## src/hdl/scg_pkg.sv

```systemverilog
// Shared constants, register map and types of the system clock gear controller.
package scg_pkg;

    // Register indices; the byte address on the bus is four times the index.
    localparam logic [15:0] IDX_OSC   = 16'h10e0;
    localparam logic [15:0] IDX_GEAR  = 16'h10e1;
    localparam logic [15:0] IDX_WUP   = 16'h10e2;
    localparam logic [15:0] IDX_NOISE = 16'h10e3;
    localparam logic [15:0] IDX_KEY1  = 16'h10e4;
    localparam logic [15:0] IDX_KEY2  = 16'h10e5;
    localparam logic [15:0] IDX_DSEL  = 16'h10e8;
    localparam logic [15:0] IDX_DEN   = 16'h10e9;

    // Bit positions.
    localparam int B_HOSC   = 7;
    localparam int B_LOSC   = 6;
    localparam int B_WARM   = 2;
    localparam int B_SLOW   = 3;
    localparam int B_WUP_HI = 5;
    localparam int B_WUP_LO = 4;
    localparam int B_HLT_HI = 3;
    localparam int B_HLT_LO = 2;
    localparam int B_DRVE   = 0;
    localparam int B_PROT   = 7;
    localparam int B_EXTCLK = 2;
    localparam int B_ONE    = 1;
    localparam int B_DRVL   = 0;
    localparam int B_SRC    = 6;
    localparam int B_LOCK   = 5;
    localparam int B_DON    = 7;

    // Reset values.
    localparam logic [2:0] RST_GEAR = 3'h4;
    localparam logic [1:0] RST_WUP  = 2'h2;
    localparam logic [1:0] RST_HALT = 2'h3;

    // Protection keys.
    localparam logic [7:0] KEY_A = 8'h5a;
    localparam logic [7:0] KEY_B = 8'ha5;

    // Counter width, and counter lengths as powers of two of oscillator cycles.
    localparam int         CNT_W    = 17;
    localparam logic [4:0] EXP_SHRT = 5'h08;
    localparam logic [4:0] EXP_MID  = 5'h0e;
    localparam logic [4:0] EXP_LONG = 5'h10;
    localparam logic [4:0] EXP_LOCK = 5'h10;

    typedef enum logic [3:0] {
        KEY_IDLE = 4'h1,
        KEY_K1   = 4'h2,
        KEY_K2   = 4'h4,
        KEY_K3   = 4'h8
    } scg_key_t;

    function automatic logic [15:0] idx2adr(input logic [15:0] idx);
        return {idx[13:0], 2'b00};
    endfunction

    // Last divider count for each gear; reserved codes divide by 16.
    function automatic logic [3:0] gear_last(input logic [2:0] g);
        case (g)
            3'h0:    return 4'h0;
            3'h1:    return 4'h1;
            3'h2:    return 4'h3;
            3'h3:    return 4'h7;
            default: return 4'hf;
        endcase
    endfunction

    // Reserved code 00 is treated like the shortest warm-up.
    function automatic logic [4:0] wup_exp(input logic [1:0] s);
        case (s)
            2'h2:    return EXP_MID;
            2'h3:    return EXP_LONG;
            default: return EXP_SHRT;
        endcase
    endfunction

endpackage

```

## src/hdl/scg_cnt_if.sv

```systemverilog
// Control and status bundle between the controller and an oscillator cycle counter.
`timescale 1ns/10ps
`default_nettype none
interface scg_cnt_if;
    logic       start;
    logic       clear;
    logic       tick;
    logic [4:0] exp;
    logic       busy;
    logic       done;
    modport ctl (output start, output clear, output tick, output exp, input busy, input done);
    modport cnt (input start, input clear, input tick, input exp, output busy, output done);
endinterface
`default_nettype wire

```

## src/hdl/scg_osc_counter.sv

```systemverilog
// Binary counter of oscillator ticks used for warm-up and lock-up timing.
`timescale 1ns/10ps
`default_nettype none
module scg_osc_counter
    import scg_pkg::*;
(
    input  wire logic  clk_i,
    input  wire logic  rst_i,
    scg_cnt_if.cnt     c
);
    typedef struct packed {
        logic [CNT_W-1:0] cnt;
        logic             busy;
        logic             done;
    } scg_cnt_st_t;

    scg_cnt_st_t            st_reg;
    scg_cnt_st_t            st_next;
    logic       [CNT_W-1:0] limit;

    assign limit = {{(CNT_W-1){1'b0}}, 1'b1} << c.exp;

    always_comb begin
        st_next = st_reg;
        if (c.clear) begin
            st_next = '0;
        end else if (c.start) begin
            st_next.cnt  = '0;
            st_next.busy = 1'b1;
            st_next.done = 1'b0;
        end else if (st_reg.busy && c.tick) begin
            st_next.cnt = st_reg.cnt + 1'b1;
            if (st_next.cnt == limit) begin
                st_next.busy = 1'b0;
                st_next.done = 1'b1;
            end
        end
    end

    always_ff @(posedge clk_i) begin
        if (rst_i) begin
            st_reg <= '0;
        end else begin
            st_reg <= st_next;
        end
    end

    assign c.busy = st_reg.busy;
    assign c.done = st_reg.done;
endmodule // scg_osc_counter
`default_nettype wire

```

## src/hdl/scg_clock_ctrl.sv

```systemverilog
// System clock gear, doubler and register protection controller with a Wishbone slave.
`timescale 1ns/10ps
`default_nettype none
// How it works
// Warm-up counts 2^8, 2^14 or 2^16 cycles of the oscillator being started.
// Gear field divides the source clock by 1, 2, 4, 8 or 16.
// A new gear takes effect only after the warm-up has elapsed.
// Software adds a dummy write cycle when following code needs the new gear.
// The doubler output runs at four times the high-frequency oscillator.
// Reset leaves the doubler stopped and deselected.
// Lock-up is timed by a 16-stage counter of oscillator cycles.
// Lock done flag reads 1 after lock-up; software polls it first.
// Doubler control writes only act while running from the high-frequency clock.
// Software deselects the doubler before switching it off.
// Software stops the doubler before stopping the high-frequency oscillator.
// Software starts oscillator, warms up, selects it, locks doubler, then selects it.
// Writing 1 to the warm-up bit clears and starts the timer; reads busy.
// Software moves to the slow clock in the documented order.
// Software leaves doubler operation before halting with oscillator stopped.
// Low oscillator drive bit resets to 1; writing 0 weakens the drive.
// External clock bit disables the oscillator and forces its second pin high.
// With protection on, writes to protected registers leave them unchanged.
// A blocked write raises the protection violation interrupt.
// The double key sequence toggles protection.
// Protection clears on reset and reads back in the noise control register.
// Warm-up bit ignores a written 0, reads 1 while running, 0 when done.
// Core source select picks oscillator at 0, doubler at 1, resets 0.
// Only back-to-back key writes count; anything else restarts detection; the code restarts only on another write, reads leave it.
// Clock source and gear switches happen only at divider boundaries.
module scg_clock_ctrl
    import scg_pkg::*;
(
    input  wire logic        clk_i,
    input  wire logic        rst_i,
    input  wire logic        wb_cyc_i,
    input  wire logic        wb_stb_i,
    input  wire logic        wb_we_i,
    input  wire logic [15:0] wb_adr_i,
    input  wire logic [3:0]  wb_sel_i,
    input  wire logic [31:0] wb_dat_i,
    output logic      [31:0] wb_dat_o,
    output logic             wb_ack_o,
    input  wire logic        high_osc_clk_i,
    input  wire logic        low_osc_clk_i,
    output logic             high_osc_run_o,
    output logic             low_osc_run_o,
    output logic             low_osc_drive_strength_o,
    output logic             external_clock_input_o,
    output logic             high_osc_pin2_high_o,
    output logic             stop_mode_drive_o,
    output logic      [1:0]  halt_kind_select_o,
    output logic             doubler_on_o,
    output logic             lock_done_flag_o,
    output logic             core_source_select_o,
    output logic             low_freq_clock_select_o,
    output logic      [2:0]  gear_divider_select_o,
    output logic             pre_divided_clock_en_o,
    output logic             lock_violation_interrupt_o
);
    typedef struct packed {
        logic       ack;
        logic [7:0] rdata;
        logic       hosc;
        logic       losc;
        logic       slow_req;
        logic [2:0] gear_req;
        logic [1:0] wup_sel;
        logic [1:0] halt_sel;
        logic       drve;
        logic       protect;
        logic       ext_clk;
        logic       drvl;
        logic       src_req;
        logic       don;
        scg_key_t   key;
        logic       viol;
        logic [2:0] gear_cur;
        logic       slow_cur;
        logic       src_cur;
        logic [3:0] div;
        logic       pdiv_en;
        logic [2:0] hs;
        logic [2:0] ls;
        logic       hlev;
        logic       llev;
    } scg_st_t;

    scg_st_t    st_reg;
    scg_st_t    st_next;
    logic       acc;
    logic       wr;
    logic [7:0] d;
    logic       hit_prot;
    logic       wr_ok;
    logic       h_rise;
    logic       l_rise;
    logic       at_wrap;

    scg_cnt_if wup_if();
    scg_cnt_if lck_if();

    scg_osc_counter u_wup (
        .clk_i (clk_i),
        .rst_i (rst_i),
        .c     (wup_if)
    );

    scg_osc_counter u_lck (
        .clk_i (clk_i),
        .rst_i (rst_i),
        .c     (lck_if)
    );

    assign acc = wb_cyc_i && wb_stb_i && !st_reg.ack;
    // A write lands at the edge where the master sees ack, so both sides agree on its timing.
    assign wr  = wb_cyc_i && wb_stb_i && st_reg.ack && wb_we_i && wb_sel_i[0];
    assign d   = wb_dat_i[7:0];

    assign hit_prot = wb_adr_i == idx2adr(IDX_OSC) || wb_adr_i == idx2adr(IDX_GEAR)
                   || wb_adr_i == idx2adr(IDX_WUP) || wb_adr_i == idx2adr(IDX_NOISE)
                   || wb_adr_i == idx2adr(IDX_DSEL) || wb_adr_i == idx2adr(IDX_DEN);
    // protected writes blocked
    assign wr_ok = wr && !st_reg.protect;

    // The second and third stages must agree before a level counts, filtering pin noise.
    assign h_rise = st_reg.hs[1] && st_reg.hs[2] && !st_reg.hlev;
    assign l_rise = st_reg.ls[1] && st_reg.ls[2] && !st_reg.llev;

    // warm-up start
    assign wup_if.start = wr_ok && ((wb_adr_i == idx2adr(IDX_OSC) && d[B_WARM])
                                 || wb_adr_i == idx2adr(IDX_GEAR));
    assign wup_if.clear = 1'b0;
    // warm-up length
    assign wup_if.exp   = wup_exp(st_reg.wup_sel);
    // The oscillator being started is the one not currently feeding the system clock.
    assign wup_if.tick  = st_reg.slow_cur ? h_rise : l_rise;

    // lock-up counter
    assign lck_if.start = wr_ok && !st_reg.slow_cur && wb_adr_i == idx2adr(IDX_DEN)
                       && d[B_DON] && !st_reg.don;
    // Clearing on the next enable lets a turn-on start counting and a turn-off drop the flag.
    assign lck_if.clear = !st_next.don;
    assign lck_if.exp   = EXP_LOCK;
    assign lck_if.tick  = h_rise;

    assign at_wrap = st_reg.div == gear_last(st_reg.gear_cur);

    always_comb begin
        st_next         = st_reg;
        st_next.ack     = acc;
        st_next.viol    = 1'b0;
        st_next.pdiv_en = 1'b0;
        st_next.hs      = {st_reg.hs[1:0], high_osc_clk_i};
        st_next.ls      = {st_reg.ls[1:0], low_osc_clk_i};
        if (st_reg.hs[1] == st_reg.hs[2]) begin
            st_next.hlev = st_reg.hs[2];
        end
        if (st_reg.ls[1] == st_reg.ls[2]) begin
            st_next.llev = st_reg.ls[2];
        end

        if (acc) begin
            st_next.rdata = 8'h00;
            case (wb_adr_i)
                idx2adr(IDX_OSC): begin
                    st_next.rdata[B_HOSC] = st_reg.hosc;
                    st_next.rdata[B_LOSC] = st_reg.losc;
                    // busy readback
                    st_next.rdata[B_WARM] = wup_if.busy;
                end
                idx2adr(IDX_GEAR): begin
                    st_next.rdata[B_SLOW] = st_reg.slow_req;
                    st_next.rdata[2:0]     = st_reg.gear_req;
                end
                idx2adr(IDX_WUP): begin
                    st_next.rdata[B_WUP_HI:B_WUP_LO] = st_reg.wup_sel;
                    st_next.rdata[B_HLT_HI:B_HLT_LO] = st_reg.halt_sel;
                    st_next.rdata[B_DRVE]            = st_reg.drve;
                end
                idx2adr(IDX_NOISE): begin
                    // protect flag readback
                    st_next.rdata[B_PROT]  = st_reg.protect;
                    st_next.rdata[B_EXTCLK] = st_reg.ext_clk;
                    st_next.rdata[B_ONE]   = 1'b1;
                    st_next.rdata[B_DRVL]  = st_reg.drvl;
                end
                idx2adr(IDX_DSEL): begin
                    st_next.rdata[B_SRC]   = st_reg.src_req;
                    // lock status
                    st_next.rdata[B_LOCK]  = lck_if.done;
                end
                idx2adr(IDX_DEN): begin
                    st_next.rdata[B_DON] = st_reg.don;
                end
                default: begin
                    st_next.rdata = 8'h00;
                end
            endcase
        end

        // violation pulse
        if (wr && hit_prot && st_reg.protect) begin
            st_next.viol = 1'b1;
        end

        if (wr_ok) begin
            case (wb_adr_i)
                idx2adr(IDX_OSC): begin
                    st_next.hosc = d[B_HOSC];
                    st_next.losc = d[B_LOSC];
                end
                idx2adr(IDX_GEAR): begin
                    st_next.slow_req  = d[B_SLOW];
                    st_next.gear_req  = d[2:0];
                end
                idx2adr(IDX_WUP): begin
                    st_next.wup_sel  = d[B_WUP_HI:B_WUP_LO];
                    st_next.halt_sel = d[B_HLT_HI:B_HLT_LO];
                    st_next.drve     = d[B_DRVE];
                end
                idx2adr(IDX_NOISE): begin
                    // drive strength bit
                    st_next.drvl  = d[B_DRVL];
                    // external clock bit
                    st_next.ext_clk = d[B_EXTCLK];
                end
                idx2adr(IDX_DSEL): begin
                    // ignored while slow
                    if (!st_reg.slow_cur) begin
                        st_next.src_req = d[B_SRC];
                    end
                end
                idx2adr(IDX_DEN): begin
                    if (!st_reg.slow_cur) begin
                        st_next.don = d[B_DON];
                    end
                end
                default: begin
                    st_next.don = st_reg.don;
                end
            endcase
        end

        // key detector
        if (wr) begin
            st_next.key = KEY_IDLE;
            if (wb_adr_i == idx2adr(IDX_KEY1) && d == KEY_A) begin
                st_next.key = KEY_K1;
            end
            unique case (st_reg.key)
                KEY_IDLE: begin
                end
                KEY_K1: begin
                    if (wb_adr_i == idx2adr(IDX_KEY2) && d == KEY_B) begin
                        st_next.key = KEY_K2;
                    end
                end
                KEY_K2: begin
                    if (wb_adr_i == idx2adr(IDX_KEY1) && d == KEY_B) begin
                        st_next.key = KEY_K3;
                    end
                end
                KEY_K3: begin
                    // toggle on second key
                    if (wb_adr_i == idx2adr(IDX_KEY2) && d == KEY_A) begin
                        st_next.protect = !st_reg.protect;
                    end
                end
                default: begin
                    st_next.key = KEY_IDLE;
                end
            endcase
        end

        // switch at boundary
        if (at_wrap) begin
            st_next.div     = 4'h0;
            st_next.pdiv_en = 1'b1;
            // core source select
            st_next.src_cur = st_reg.src_req;
            // wait for warm-up
            if (!wup_if.busy) begin
                st_next.gear_cur  = st_reg.gear_req;
                st_next.slow_cur  = st_reg.slow_req;
            end
        end else begin
            // gear divider
            st_next.div = st_reg.div + 4'h1;
        end
    end

    always_ff @(posedge clk_i) begin
        if (rst_i) begin
            st_reg           <= '0;
            st_reg.hosc      <= 1'b1;
            st_reg.gear_req  <= RST_GEAR;
            st_reg.gear_cur  <= RST_GEAR;
            st_reg.wup_sel   <= RST_WUP;
            st_reg.halt_sel  <= RST_HALT;
            st_reg.drvl      <= 1'b1;
            st_reg.key       <= KEY_IDLE;
            // doubler stopped
            st_reg.don       <= 1'b0;
            st_reg.src_req   <= 1'b0;
        end else begin
            st_reg <= st_next;
        end
    end

    assign wb_dat_o                   = {24'h000000, st_reg.rdata};
    assign wb_ack_o                   = st_reg.ack;
    assign high_osc_run_o             = st_reg.hosc && !st_reg.ext_clk;
    assign low_osc_run_o              = st_reg.losc;
    assign low_osc_drive_strength_o   = st_reg.drvl;
    assign external_clock_input_o     = st_reg.ext_clk;
    assign high_osc_pin2_high_o       = st_reg.ext_clk;
    assign stop_mode_drive_o          = st_reg.drve;
    assign halt_kind_select_o         = st_reg.halt_sel;
    // enables the times-four multiplier
    assign doubler_on_o               = st_reg.don;
    assign lock_done_flag_o           = lck_if.done;
    assign core_source_select_o       = st_reg.src_cur;
    assign low_freq_clock_select_o    = st_reg.slow_cur;
    assign gear_divider_select_o      = st_reg.gear_cur;
    assign pre_divided_clock_en_o     = st_reg.pdiv_en;
    assign lock_violation_interrupt_o = st_reg.viol;
endmodule // scg_clock_ctrl
`default_nettype wire

```

## config.mk

```make
export PLATFORM = sky130hd
export DESIGN_NAME = scg_clock_ctrl
export DESIGN_NICKNAME = d
export VERILOG_FILES = /design/src/hdl/scg_pkg.sv /design/src/hdl/scg_cnt_if.sv /design/src/hdl/scg_osc_counter.sv /design/src/hdl/scg_clock_ctrl.sv
export SDC_FILE = /design/constraint.sdc
export NUM_CORES = 1
export LEC_CHECK = 0
export ABC_CLOCK_PERIOD_IN_PS = 3100
export BUFFER_PORTS_ARGS = -buffer_cell sky130_fd_sc_hd__buf_2
export CAP_MARGIN = 15
export CORE_UTILIZATION = 54
export CTS_CLUSTER_SIZE = 20
export DETAILED_ROUTE_END_ITERATION = 6
export PLACE_DENSITY = 0.8
export REMOVE_ABC_BUFFERS = 1
export SETUP_SLACK_MARGIN = 0.15
export SKIP_CTS_REPAIR_TIMING = 1
export SLEW_MARGIN = 20
export SYNTH_ARGS = -nofsm -noshare
export SYNTH_HDL_FRONTEND = slang
export SYNTH_SLANG_ARGS = --single-unit
```

## constraint.sdc

```tcl
create_clock -name clk_i -period 3.1 [get_ports clk_i]
set_clock_uncertainty 0.15 [all_clocks]
set_input_delay 0.62 -clock clk_i [delete_from_list [all_inputs] [get_ports clk_i]]
set_output_delay 0.62 -clock clk_i [all_outputs]
set_load 0.02 [all_outputs]
```

-- Yosys cells after proc, flatten, opt, wreduce, memory -nomap -nowiden
Index checks and enable logic that the tools add are counted.
W data, S select, Z words.
- input bits: 59
- output and inout bits: 50
- flip-flop bits (word level): 86
- shift-type cells: 1
- equal/unequal tests: 24
- reductions and logical operators: 59
- add/sub/neg operators: 3
- bitwise gates (word level): 3
- muxes and demuxes: 26
- operator list (operator ; number):
    $eq A16 B15 Y1 const B ; 8
    $add A17 B1 Y17 const B ; 2
    $logic_and A1 B1 Y1 ; 25
    $reduce_and A2 Y1 ; 9
    $eq A17 B17 Y1 ; 1
    $eq A17 B17 Y1 const B ; 1
    $shl A1 B5 Y17 const A ; 1
    $pmux W4 S4 ; 1
    $mux W2 ; 7
    $pmux W4 S3 ; 1
    $pmux W5 S2 ; 1
    $eq A8 B7 Y1 const B ; 1
    $eq A8 B8 Y1 const B ; 1
    $mux W4 ; 2
    $pmux W1 S2 ; 4
    $reduce_bool A2 Y1 ; 4
    $reduce_or A2 Y1 ; 4
    $logic_not A1 Y1 ; 7
    $mux W1 ; 7
    $eq A3 B2 Y1 const B ; 2
    $logic_or A1 B1 Y1 ; 6
    $pmux W1 S3 ; 2
    $reduce_and A3 Y1 ; 2
    $add A4 B1 Y4 const B ; 1
    other kinds (12) ; 16

-- Depth between registers and ports, before layout
Gate-level depths: netlist of the first run.
- word-level depth: 11
- mapped depth: 8
- mapped depth without buffers: 7

-- Hierarchy
Synthesis of the first run repeated with hierarchy kept, for this count alone.
- cells, all modules: 765
- area total of the unflattened synthesis: 6033.3 um^2
- by module, submodules not included (module ; cells an instance ; times used ; area each (um^2) ; seq. area each (um^2)):
    scg_osc_counter ; 231 ; 2 ; 1685.4 ; 380.4
    scg_clock_ctrl ; 303 ; 1 ; 2662.6 ; 960.9

-- Worst setup path after synthesis of the first run
OpenSTA, ideal clock, no wires.
- path kind: input -> register
- from: input wb_adr_i[13]
- to: register st_reg, in the netlist halt_kind_select_o[0]
- stages: 7
- arrival time: 2.285 ns
- setup time: 0.128 ns
- path slack: 0.537 ns
- required time: 2.822 ns
- cell sequence: or4b_4 > nor4_4 > nand2b_1 > buf_6 > nor3_4 > mux2i_1 > nand2_1
- word-level cells in the longest chain between the ends: 2
- ends and longest elaborated chain (what ; line ; text):
    start: declaration ; scg_clock_ctrl.sv:38 ; input wire logic [15:0] wb_adr_i,
    $eq A16 B15 Y1 ; scg_clock_ctrl.sv:207 ; case (wb_adr_i)
    $reduce_and A2 Y1 (no source line) ; -- ;
    end signal: assignment ; scg_clock_ctrl.sv:306 ; st_reg <= st_next;
    end: declaration ; scg_clock_ctrl.sv:88 ; scg_st_t st_reg;
No other way between the ends.
A chain may end at the register's enable or synchronous reset.

-- Final worst setup path of the first run
- from: input wb_adr_i[13]
- to: register u_wup.st_reg[7] in the netlist's numbering
- word-level cells in the longest chain between the ends: 5
- elaborated cells between the ends (all ways): 6
- those cells by class: 2 x eq/ne; 4 x reduce/logical
- ends and longest elaborated chain (what ; line ; text):
    $eq A16 B15 Y1 ; scg_clock_ctrl.sv:130 ; assign wup_if.start = wr_ok && ((wb_adr_i == idx2adr(IDX_OSC) && d[B_WARM])
    $logic_and A1 B1 Y1 ; scg_clock_ctrl.sv:130 ;
    $logic_or A1 B1 Y1 (*) ; scg_clock_ctrl.sv:131 ; || wb_adr_i == idx2adr(IDX_GEAR));
    $logic_and A1 B1 Y1 (*) ; scg_clock_ctrl.sv:130 ;
    $reduce_or A2 Y1 (no source line) (*) ; -- ;
    end signal: assignment ; scg_osc_counter.sv:44 ; st_reg <= st_next;
    end: declaration ; scg_osc_counter.sv:17 ; scg_cnt_st_t st_reg;
Every way passes the cells marked *; elsewhere a longest branch is shown, timed or not.

==> reports/metrics.cfg, run 1 <==
[sta]
tightest_slew_ps = 691
min_period_ps = 2640
relSlewSlack = 0.535
hold_viol = 0
fin_ws_ps = 462
setup_tns_ps = 0
finalSetupViolations = 0
fin_crit_sh = 0.851
rsz0062_at_grt = false
max_freq_mhz = 379
report.final.slew_viol_count = 0
holdWs_ps = 302

[pwr]
intPower_mw = 1.52
power.share.switching = 0.241
pwr-share-comb = 0.061
p_seq_frac = 0.551
ir_worst_vdd_mv = 0.251
power_leakage_nw = 1.92
power_density_nw_per_um2 = 403
pwr-share-clk = 0.387
switchingPower_mw = 0.485

[die]
rows = 33
ios = 109
die_height_microns = 94.6
die_w_microns = 94.6
fp.dieArea_sq_um = 8950
start_util = 0.560
core_area_sq_um = 8260

[layout]
syn2layout_area_growth_pct = 7.79
final_core_util = 0.604
final_cell_mix = nor2_1 (90), dfxtp_1 (85), buf_2 (57), nand2_1 (40), xnor2_1 (29)
nets = 653
final_common_cell = nor2_1
n_fill_cell = 722
num_antenna_cells = 0
layout-drive-gt1-share = 0.166
largest_reg_flops = 21
fin_area_sq_um = 4990

[clocking]
insertion_delay_ps = 350
cts-root-buf = clkbuf_8
cts_inserted_buffers = 9
clock_path_buffers = 2
cts_tree = built
cts_max_level = 3
cts.sinks = 85
cts.clk_slew.worst_paths_ps = 90

[global_routing]
grt_max_degree = 25
grt.overflow.total = 0
antenna_found_initial = 0
track_usage = 0.238
grt_pass1_vias = 3654
grt_pass1_wl_mm = 16.7

[synth]
async_flop_share = 0
synth_edf_count = 0
yosysWarnings = 0
synth_seq_area_share = 0.368
syn_inst = 550
avgSynthCellArea_sq_um = 8.41
synth_cell_types = 64
synth-seq-cells = 85
dominantRegCellSynth = dfxtp_1
syn_area_sq_um = 4630

[placed_design]
dp_hpwl_mm = 7.20
io_buffers = 57
place_area_sq_um = 4800
pre_cts_ws_ps = 96.5
place_congestion = 0.922

[drt]
vias = 3896
drtIter0Drc = 180
dr.pass1.iters = 5
wl_per_cell_microns = 14.2
drc_errors = 0
ant_nets = 0
routed_wl_mm = 9.89
via_per_inst = 5.60

[critical_path]
worst-path-max-fanout = 17
cp-start-kind = input pin
crit_chain = buf_2 -> or4b_4 -> nor4_4 -> nand2b_1 -> nor4_2 -> or2_2 -> nor2_1
cpMaxStageDelayCell = or4b_4
crit_family = simple AND/OR/NAND/NOR gates
cp.required_ps = 3170
worst_ep_arrival_time_ps = 2710
cp_slowest_stage_delay_ps = 550
critPathCaptureType = register
crit_type = in -> reg
path_buf_inv = 1

[worst_hold_path]
min_path_type = reg -> reg

[run_status]
status = completed

[run]
maxCapViolCount = 0

[layout make-up]
class	instances	area, sq um	share of cell area
Timing Repair Buffer	65	345	0.0692
Multi-Input combinational cell	416	2580	0.517
Clock inverter	4	50.0	0.0100
Tap cell	105	131	0.0263
Sequential cell	85	1700	0.341
Clock buffer	10	138	0.0276
Inverter	11	41.3	0.00828
[kinds of logic (layout without fill, tap and decap cells)]
kind of cell | Yosys count | in the layout | share of synthesized area
xor+xnor | 50 | 50 | 0.0946
other cells | 1 | 24 | 0.000810
buf+inv | 72 | 90 | 0.0933
compound gates | 58 | 58 | 0.0844
simple gates | 256 | 256 | 0.292
fa+ha+maj | 6 | 6 | 0.0162
mux | 22 | 22 | 0.0508
flops | 85 | 85 | 0.368
[metal layers]
layer | wire (microns) | vias to the layer above | GRT usage
li1 | - | 1910 | -
met1 | 4410 | 1821 | 0.306
met2 | 4690 | 148 | 0.398
met3 | 612 | 17 | 0.0395
met4 | 177 | 0 | 0.0884
met5 | 0 | - | 0
[path summary, 6_finish.rpt]
path              startpoint              end  slack, ps  cells after the start
max reg2reg  u_lck.st_reg[2]     u_lck.c.done        470                      7
max             wb_adr_i[13]  u_wup.st_reg[7]        460                      7
min               st_next[6]       st_next[7]        300                      1
min reg2reg       st_next[6]       st_next[7]        300                      1
[through the flow]
stage / cells / power (mW)
6_report: 696 / 2.01
5_1_grt: 696 / 2.08
4_1_cts: 696 / 2.01
3_5_place_dp: 682 / 1.26
3_3_place_gp: 682 / 1.25
2_1_floorplan: 512 / 1.20
[power by group through the flow]
stage | Sequential, mW | Combinational [mW] | Clock, mW
after floorplan | 1.14 | 0.0661 | 0
after global placement | 1.13 | 0.120 | 0
after detailed placement | 1.13 | 0.122 | 0
after CTS | 1.11 | 0.123 | 0.782
after global routing | 1.11 | 0.136 | 0.836
final | 1.11 | 0.123 | 0.778
[cells in the mapped netlist, types with 3 or more instances]
master	number	area, sq um
a31oi_1	5	31.3
or4_1	3	22.5
buf_4	40	300
mux2i_1	19	190
dfxtp_1	85	1700
ha_1	6	75.1
nand3b_1	4	30.0
nand2_1	40	150
a21oi_1	12	60.1
and3_1	9	56.3
buf_2	3	15.0
a211oi_1	4	30.0
nor4_1	8	50.1
nor3b_1	3	22.5
nand2b_1	3	18.8
xor2_1	21	184
nand4_1	16	100
nand4b_1	3	26.3
nor3_1	20	100
or3_1	4	25.0
o211ai_1	3	22.5
nand3_1	17	85.1
inv_1	11	41.3
or2_2	5	31.3
xnor2_1	29	254
o21ai_0	15	75.1
nor2b_1	12	75.1
clkbuf_1	16	60.1
nor2_1	90	338
(Power assumes the default switching activity.)
==> run 2, diff against run 1 <==
--- a/config.mk
+++ b/config.mk
@@ -6,11 +6,12 @@
 export NUM_CORES = 1
 export LEC_CHECK = 0
 export ABC_CLOCK_PERIOD_IN_PS = 3100
-export BUFFER_PORTS_ARGS = -buffer_cell sky130_fd_sc_hd__buf_2
 export CAP_MARGIN = 15
-export CORE_UTILIZATION = 54
+export CORE_UTILIZATION = 64
 export CTS_CLUSTER_SIZE = 20
 export DETAILED_ROUTE_END_ITERATION = 6
+export DONT_BUFFER_PORTS = 1
+export GPL_TIMING_DRIVEN = 0
 export PLACE_DENSITY = 0.8
 export REMOVE_ABC_BUFFERS = 1
 export SETUP_SLACK_MARGIN = 0.15
==> run 2 against run 1 <==
Effect of this change: hold slack lost 140 ps; routed wire length is 4.7% lower; global-route usage is 2.4 points higher; critical path type unchanged.
==> reports/metrics.cfg, run 2 (synthesis gave the netlist of run 1 again) <==
[placed_design]
io_buffers = 0  ; was 57
dp_hpwl_mm = 6.74  ; was 7.20 mm
placedCellCount = 608  ; was 682
pre_cts_ws_ps = -33.5  ; was 96.5 ps
place_area_sq_um = 4440  ; was 4800 sq um
place_congestion = 0.897  ; was 0.922

[worst_hold_path]
min_path_type = in -> reg  ; was reg -> reg
min-delay-start = rst_i  ; was st_next[6]
hold_end = wb_dat_o[0]  ; was st_next[7]
whs_path_depth = 1  ; unchanged

[global_routing]
grt_pass1_wl_mm = 15.3  ; was 16.7 mm
grt_max_degree = 39  ; was 25
antenna_found_initial = 0  ; unchanged
grt_pass1_vias = 3255  ; was 3654
track_usage = 0.261  ; was 0.238
grt.overflow.total = 0  ; unchanged

[critical_path]
worst-path-max-fanout = 17  ; unchanged
critPathCaptureType = register  ; unchanged
cp.required_ps = 3190  ; was 3170 ps
cpMaxStageDelayCell = or4b_4  ; unchanged
worst_ep_arrival_time_ps = 2850  ; was 2710 ps
crit_chain = or4b_4 -> nor4_4 -> nand2b_1 -> nor4_2 -> or2_2 -> nor2_1  ; was buf_2 -> or4b_4 -> nor4_4 -> nand2b_1 -> nor4_2 -> or2_2 -> nor2_1
r2r_start = wb_ack_o  ; was u_lck.st_reg[2]
rrSetupSlack_ps = 400  ; was 470 ps
r2r_end = u_lck.st_reg[12]  ; was u_lck.c.done
crit_type = in -> reg  ; unchanged
cp-start-kind = input pin  ; unchanged
worstRegToRegCells = 5  ; was 7
cp_slowest_stage_delay_ps = 550  ; about the same

[clocking]
cts.clk_slew.worst_paths_ps = 100  ; was 90 ps
cts_inserted_buffers = 9  ; unchanged
clock_path_buffers = 2  ; unchanged
cts_tree = built  ; unchanged
insertion_delay_ps = 360  ; was 350 ps
cts_max_level = 3  ; unchanged
cts-root-buf = clkbuf_8  ; unchanged
cts.sinks = 85  ; unchanged

[layout]
syn2layout_area_growth_pct = 0.838  ; was 7.79%
final_cell_mix = nor2_1 (90), dfxtp_1 (85), nand2_1 (40), xnor2_1 (29), conb_1 (24)  ; was nor2_1 (90), dfxtp_1 (85), buf_2 (57), nand2_1 (40), xnor2_1 (29)
ff_latch_area_sq_um = 1700  ; unchanged
layout-drive-gt1-share = 0.0644  ; was 0.166
multi_input_area_sq_um = 2580  ; unchanged
final_common_cell = nor2_1  ; unchanged
n_fill_cell = 588  ; was 722
nets = 588  ; was 653
fin_cells = 624  ; was 696
num_antenna_cells = 0  ; unchanged
final_core_util = 0.676  ; was 0.604
largest_reg_flops = 21  ; unchanged
fin_area_sq_um = 4670  ; was 4990 sq um

[pwr]
power_leakage_nw = 1.64  ; was 1.92 nW
switchingPower_mw = 0.480  ; was 0.485 mW
ir_worst_vdd_mv = 0.344  ; was 0.251 mV
pwr-share-comb = 0.037  ; was 0.061
power_density_nw_per_um2 = 443  ; was 403 nW/um^2
p_seq_frac = 0.538  ; was 0.551
pwr-share-clk = 0.425  ; was 0.387
intPower_mw = 1.59  ; was 1.52 mW
power.share.switching = 0.232  ; was 0.241

[die]
die_height_microns = 87.0  ; was 94.6 microns
ios = 109  ; unchanged
fp.dieArea_sq_um = 7580  ; was 8950 sq um
die_w_microns = 87.0  ; was 94.6 microns
rows = 30  ; was 33
core_area_sq_um = 6910  ; was 8260 sq um
start_util = 0.670  ; was 0.560

[drt]
drtIter0Drc = 177  ; was 180
dr.pass1.iters = 4  ; was 5
via_per_inst = 5.82  ; was 5.60
ant_nets = 0  ; unchanged
vias = 3634  ; was 3896
wl_per_cell_microns = 15.1  ; was 14.2 microns
drc_errors = 0  ; unchanged
routed_wl_mm = 9.43  ; was 9.89 mm

[run_status]
status = completed  ; unchanged

[sta]
relSlewSlack = 0.472  ; was 0.535
tightest_slew_ps = 789  ; was 691 ps
setup_tns_ps = 0  ; unchanged
max_freq_mhz = 362  ; was 379 MHz
rsz0062_at_grt = false  ; unchanged
finalSetupViolations = 0  ; unchanged
min_period_ps = 2760  ; was 2640 ps
fin_crit_sh = 0.891  ; was 0.851
report.final.slew_viol_count = 0  ; unchanged
hold_viol = 0  ; unchanged
fin_ws_ps = 339  ; was 462 ps

[run]
maxCapViolCount = 0  ; unchanged

run 2: metrics by stage:
step	total power, mW	hold WS, ps
2_1_floorplan	1.20	264
3_3_place_gp	1.21	271
3_5_place_dp	1.21	277
4_1_cts	2.08	155
5_1_grt	2.13	142
6_report	2.07	164
run 2: worst max-delay path by stage:
stage / endpoint / startpoint / depth (start not counted) / slack [ps]
2_1_floorplan: low_osc_drive_strength_o / wb_adr_i[13] / 6 / 340
3_5_place_dp: u_wup.st_reg[9] / wb_adr_i[13] / 6 / -30
6_report: u_wup.st_reg[9] / wb_adr_i[13] / 6 / 340
5_1_grt: u_lck.st_reg[11] / wb_ack_o / 5 / 180
4_1_cts: u_wup.st_reg[9] / wb_adr_i[13] / 6 / 340
3_3_place_gp: u_wup.st_reg[18] / wb_adr_i[13] / 6 / -10
run 2: final cells by class:
| type | count | area share |
|---|---|---|
| flip-flops and latches | 85 | 0.365 |
| multi-input cells | 416 | 0.553 |
| clock buffers | 10 | 0.0273 |
| clock inverters | 6 | 0.0204 |
| well taps | 96 | 0.0257 |
| inverters | 11 | 0.00885 |
run 2: power groups by stage:
stage / Sequential [mW] / Clock (mW) / Combinational (mW)
after floorplan: 1.14 / 0 / 0.0661
after global placement: 1.14 / 0 / 0.0737
after detailed placement: 1.14 / 0 / 0.0757
after CTS: 1.11 / 0.892 / 0.0765
after global routing: 1.11 / 0.929 / 0.0855
final: 1.11 / 0.877 / 0.0767
run 2: per-layer routing:
layer,part of all wire,up-vias,track usage
met5,0,-,0
li1,-,1801,-
met1,0.44,1694,0.317
met3,0.068,13,0.0863
met4,0.015,0,0.0879
met2,0.48,126,0.435
run 2: critical path: cells and delay by family:
kind / cells / cell delay, ps
and+or+nand+nor: 6 / 2220
==> run 3, diff against run 2 <==
--- a/config.mk
+++ b/config.mk
@@ -6,17 +6,18 @@
 export NUM_CORES = 1
 export LEC_CHECK = 0
 export ABC_CLOCK_PERIOD_IN_PS = 3100
+export BUFFER_PORTS_ARGS = -buffer_cell sky130_fd_sc_hd__buf_2
 export CAP_MARGIN = 15
-export CORE_UTILIZATION = 64
+export CORE_UTILIZATION = 57
 export CTS_CLUSTER_SIZE = 20
 export DETAILED_ROUTE_END_ITERATION = 6
-export DONT_BUFFER_PORTS = 1
 export GPL_TIMING_DRIVEN = 0
-export PLACE_DENSITY = 0.8
+export PLACE_DENSITY = 0.81
 export REMOVE_ABC_BUFFERS = 1
 export SETUP_SLACK_MARGIN = 0.15
 export SKIP_CTS_REPAIR_TIMING = 1
 export SLEW_MARGIN = 20
 export SYNTH_ARGS = -nofsm -noshare
 export SYNTH_HDL_FRONTEND = slang
+export SYNTH_HIERARCHICAL = 1
 export SYNTH_SLANG_ARGS = --single-unit
==> run 3 against run 2 <==
Effect of this change: final cell count up 53%; hold slack better by 140 ps; die area up 44%; sequential cell count unchanged; global-route usage about the same; design area up 42%; non-clock buffer count up 73; clock power down 6.5%; combinational power up 120%; critical path type is now reg -> reg; critical endpoint is now u_wup/c.busy.
==> reports/metrics.cfg, run 3 <==
[run_status]
status = completed  ; unchanged

[pwr]
finalPower_mw = 2.09  ; was 2.07 mW
power_density_nw_per_um2 = 316  ; was 443 nW/um^2
power_leakage_nw = 2.38  ; was 1.64 nW
ir_worst_vdd_mv = 0.227  ; was 0.344 mV

[critical_path]
cp.required_ps = 3140  ; was 3190 ps
cpMaxStageDelayCell = or4b_1  ; was or4b_4
critPathCaptureType = register  ; unchanged
cp_slowest_stage_delay_ps = 500  ; was 550 ps
crit_type = reg -> reg  ; was in -> reg
worst-path-max-fanout = 9  ; was 17
crit_chain = and2_4 -> clkinvlp_4 -> nor4b_4 -> o21ai_0 -> a31oi_1 -> o211ai_1 -> or4b_1 -> o41ai_2 -> a211oi_1  ; was or4b_4 -> nor4_4 -> nand2b_1 -> nor4_2 -> or2_2 -> nor2_1
worst_ep_arrival_time_ps = 3100  ; was 2850 ps
cp-start-kind = register  ; was input pin

[sta]
hold_viol = 0  ; unchanged
rsz0062_at_grt = true  ; was false
report.final.slew_viol_count = 0  ; unchanged
min_period_ps = 3060  ; was 2760 ps
tightest_slew_ps = 993  ; was 789 ps
relSlewSlack = 0.338  ; was 0.472
finalSetupViolations = 0  ; unchanged
fin_crit_sh = 0.989  ; was 0.891
max_freq_mhz = 326  ; was 362 MHz

[clocking]
cts.sinks = 85  ; unchanged
cts.clk_slew.worst_paths_ps = 90  ; was 100 ps
cts_tree = built  ; unchanged
cts_inserted_buffers = 9  ; unchanged
cts-root-buf = clkbuf_8  ; unchanged
clock_path_buffers = 2  ; unchanged
cts_max_level = 3  ; unchanged
insertion_delay_ps = 350  ; was 360 ps

[synth]
syn_area_sq_um = 6000  ; was 4630 sq um
yosysWarnings = 6  ; was 0
avgSynthCellArea_sq_um = 7.88  ; was 8.41 sq um
syn_inst = 761  ; was 550

[global_routing]
grt_max_degree = 60  ; was 39
grt_pass1_vias = 5114  ; was 3255
grt_pass1_wl_mm = 23.9  ; was 15.3 mm
track_usage = 0.261  ; about the same
antenna_found_initial = 0  ; unchanged
grt.overflow.total = 0  ; unchanged

[placed_design]
io_buffers = 57  ; was 0
place_congestion = 0.947  ; was 0.897
place_area_sq_um = 6150  ; was 4440 sq um
placedCellCount = 924  ; was 608
dp_hpwl_mm = 10.4  ; was 6.74 mm

[drt]
drc_errors = 0  ; unchanged
via_per_inst = 5.90  ; was 5.82
vias = 5650  ; was 3634
dr.pass1.iters = 5  ; was 4
drtIter0Drc = 308  ; was 177
routed_wl_mm = 14.7  ; was 9.43 mm
wl_per_cell_microns = 15.4  ; was 15.1 microns
ant_nets = 0  ; unchanged

[layout]
layout-drive-gt1-share = 0.163  ; was 0.0644
final_cell_mix = nor2_1 (82), dfxtp_1 (75), conb_1 (61), buf_2 (57), nand2_1 (52)  ; was nor2_1 (90), dfxtp_1 (85), nand2_1 (40), xnor2_1 (29), conb_1 (24)
n_fill_cell = 909  ; was 588
num_antenna_cells = 0  ; unchanged
largest_reg_flops = 21  ; unchanged
final_core_util = 0.645  ; was 0.676
fin_cells = 957  ; was 624
syn2layout_area_growth_pct = 10.5  ; was 0.838%
nets = 880  ; was 588
final_common_cell = nor2_1  ; unchanged
fin_area_sq_um = 6620  ; was 4670 sq um

[die]
die_height_microns = 105  ; was 87.0 microns
ios = 109  ; unchanged
start_util = 0.584  ; was 0.670
rows = 37  ; was 30
core_area_sq_um = 10300  ; was 6910 sq um
fp.dieArea_sq_um = 10900  ; was 7580 sq um
die_w_microns = 105  ; was 87.0 microns

[worst_hold_path]
min_path_type = reg -> reg  ; was in -> reg

[run]
maxCapViolCount = 0  ; unchanged

## run 3: cell types whose count changed in the layout (fill, tap and decap cells not counted), moves of 11 or more
| cell | before | now |
|---|---|---|
| a21oi_1 | 12 | 27 |
| buf_2 | 0 | 57 |
| buf_4 | 0 | 16 |
| conb_1 | 24 | 61 |
| nand2_1 | 40 | 52 |
| nand2b_1 | 3 | 19 |
| nor3_1 | 20 | 33 |
| nor4_1 | 8 | 34 |
| or3_1 | 4 | 19 |
| xnor2_1 | 29 | 40 |
## run 3: worst max-delay path, delay by kind of cell (launching register included)
kind / cells / cell delay (ps)
AOI/OAI and AO/OA: 5 / 1030
buffers and inverters: 1 / 190
DFF: 1 / 400
and+or+nand+nor: 3 / 1130
## run 3: report_power, final
group | switching, mW | internal (mW)
Sequential | 0.00793 | 1.10
Combinational | 0.114 | 0.0533
Clock | 0.415 | 0.405
Total | 0.537 | 1.56
## run 3: worst paths after layout
kind,start,end,slack (ps),cells past startpoint
min,wb_dat_o[3],wb_dat_o[3],310,2
max,st_reg[31],u_wup/c.busy,40,9
min reg2reg,wb_dat_o[3],wb_dat_o[3],310,2
max reg2reg,st_reg[31],u_wup/c.busy,40,9
## run 3: layout make-up
type	count	area (sq um)	area share
tap	136	170	0.0257
sequential	85	1720	0.260
inverter	22	86.3	0.0130
clock buffer	11	141	0.0213
timing repair buffer	73	405	0.0612
clock inverter	5	66.3	0.0100
multi-input combinational	625	4040	0.609
## run 3: metrics by stage
stage	worst slack [ps]	hold slack (ps)	TNS (ps)
detailed placement	-303	298	-4170
CTS	-349	305	-994
floorplan	-142	264	-142
finish	35.3	308	0
global route	-118	308	-118
global placement	-636	267	-3520
## run 3: layer usage
layer | global-route usage | vias up | routed length [microns]
met5 | 0 | - | 0
met4 | 0.0654 | 0 | 263
met3 | 0.0455 | 25 | 861
met2 | 0.438 | 232 | 7030
met1 | 0.347 | 2648 | 6570
li1 | - | 2745 | -
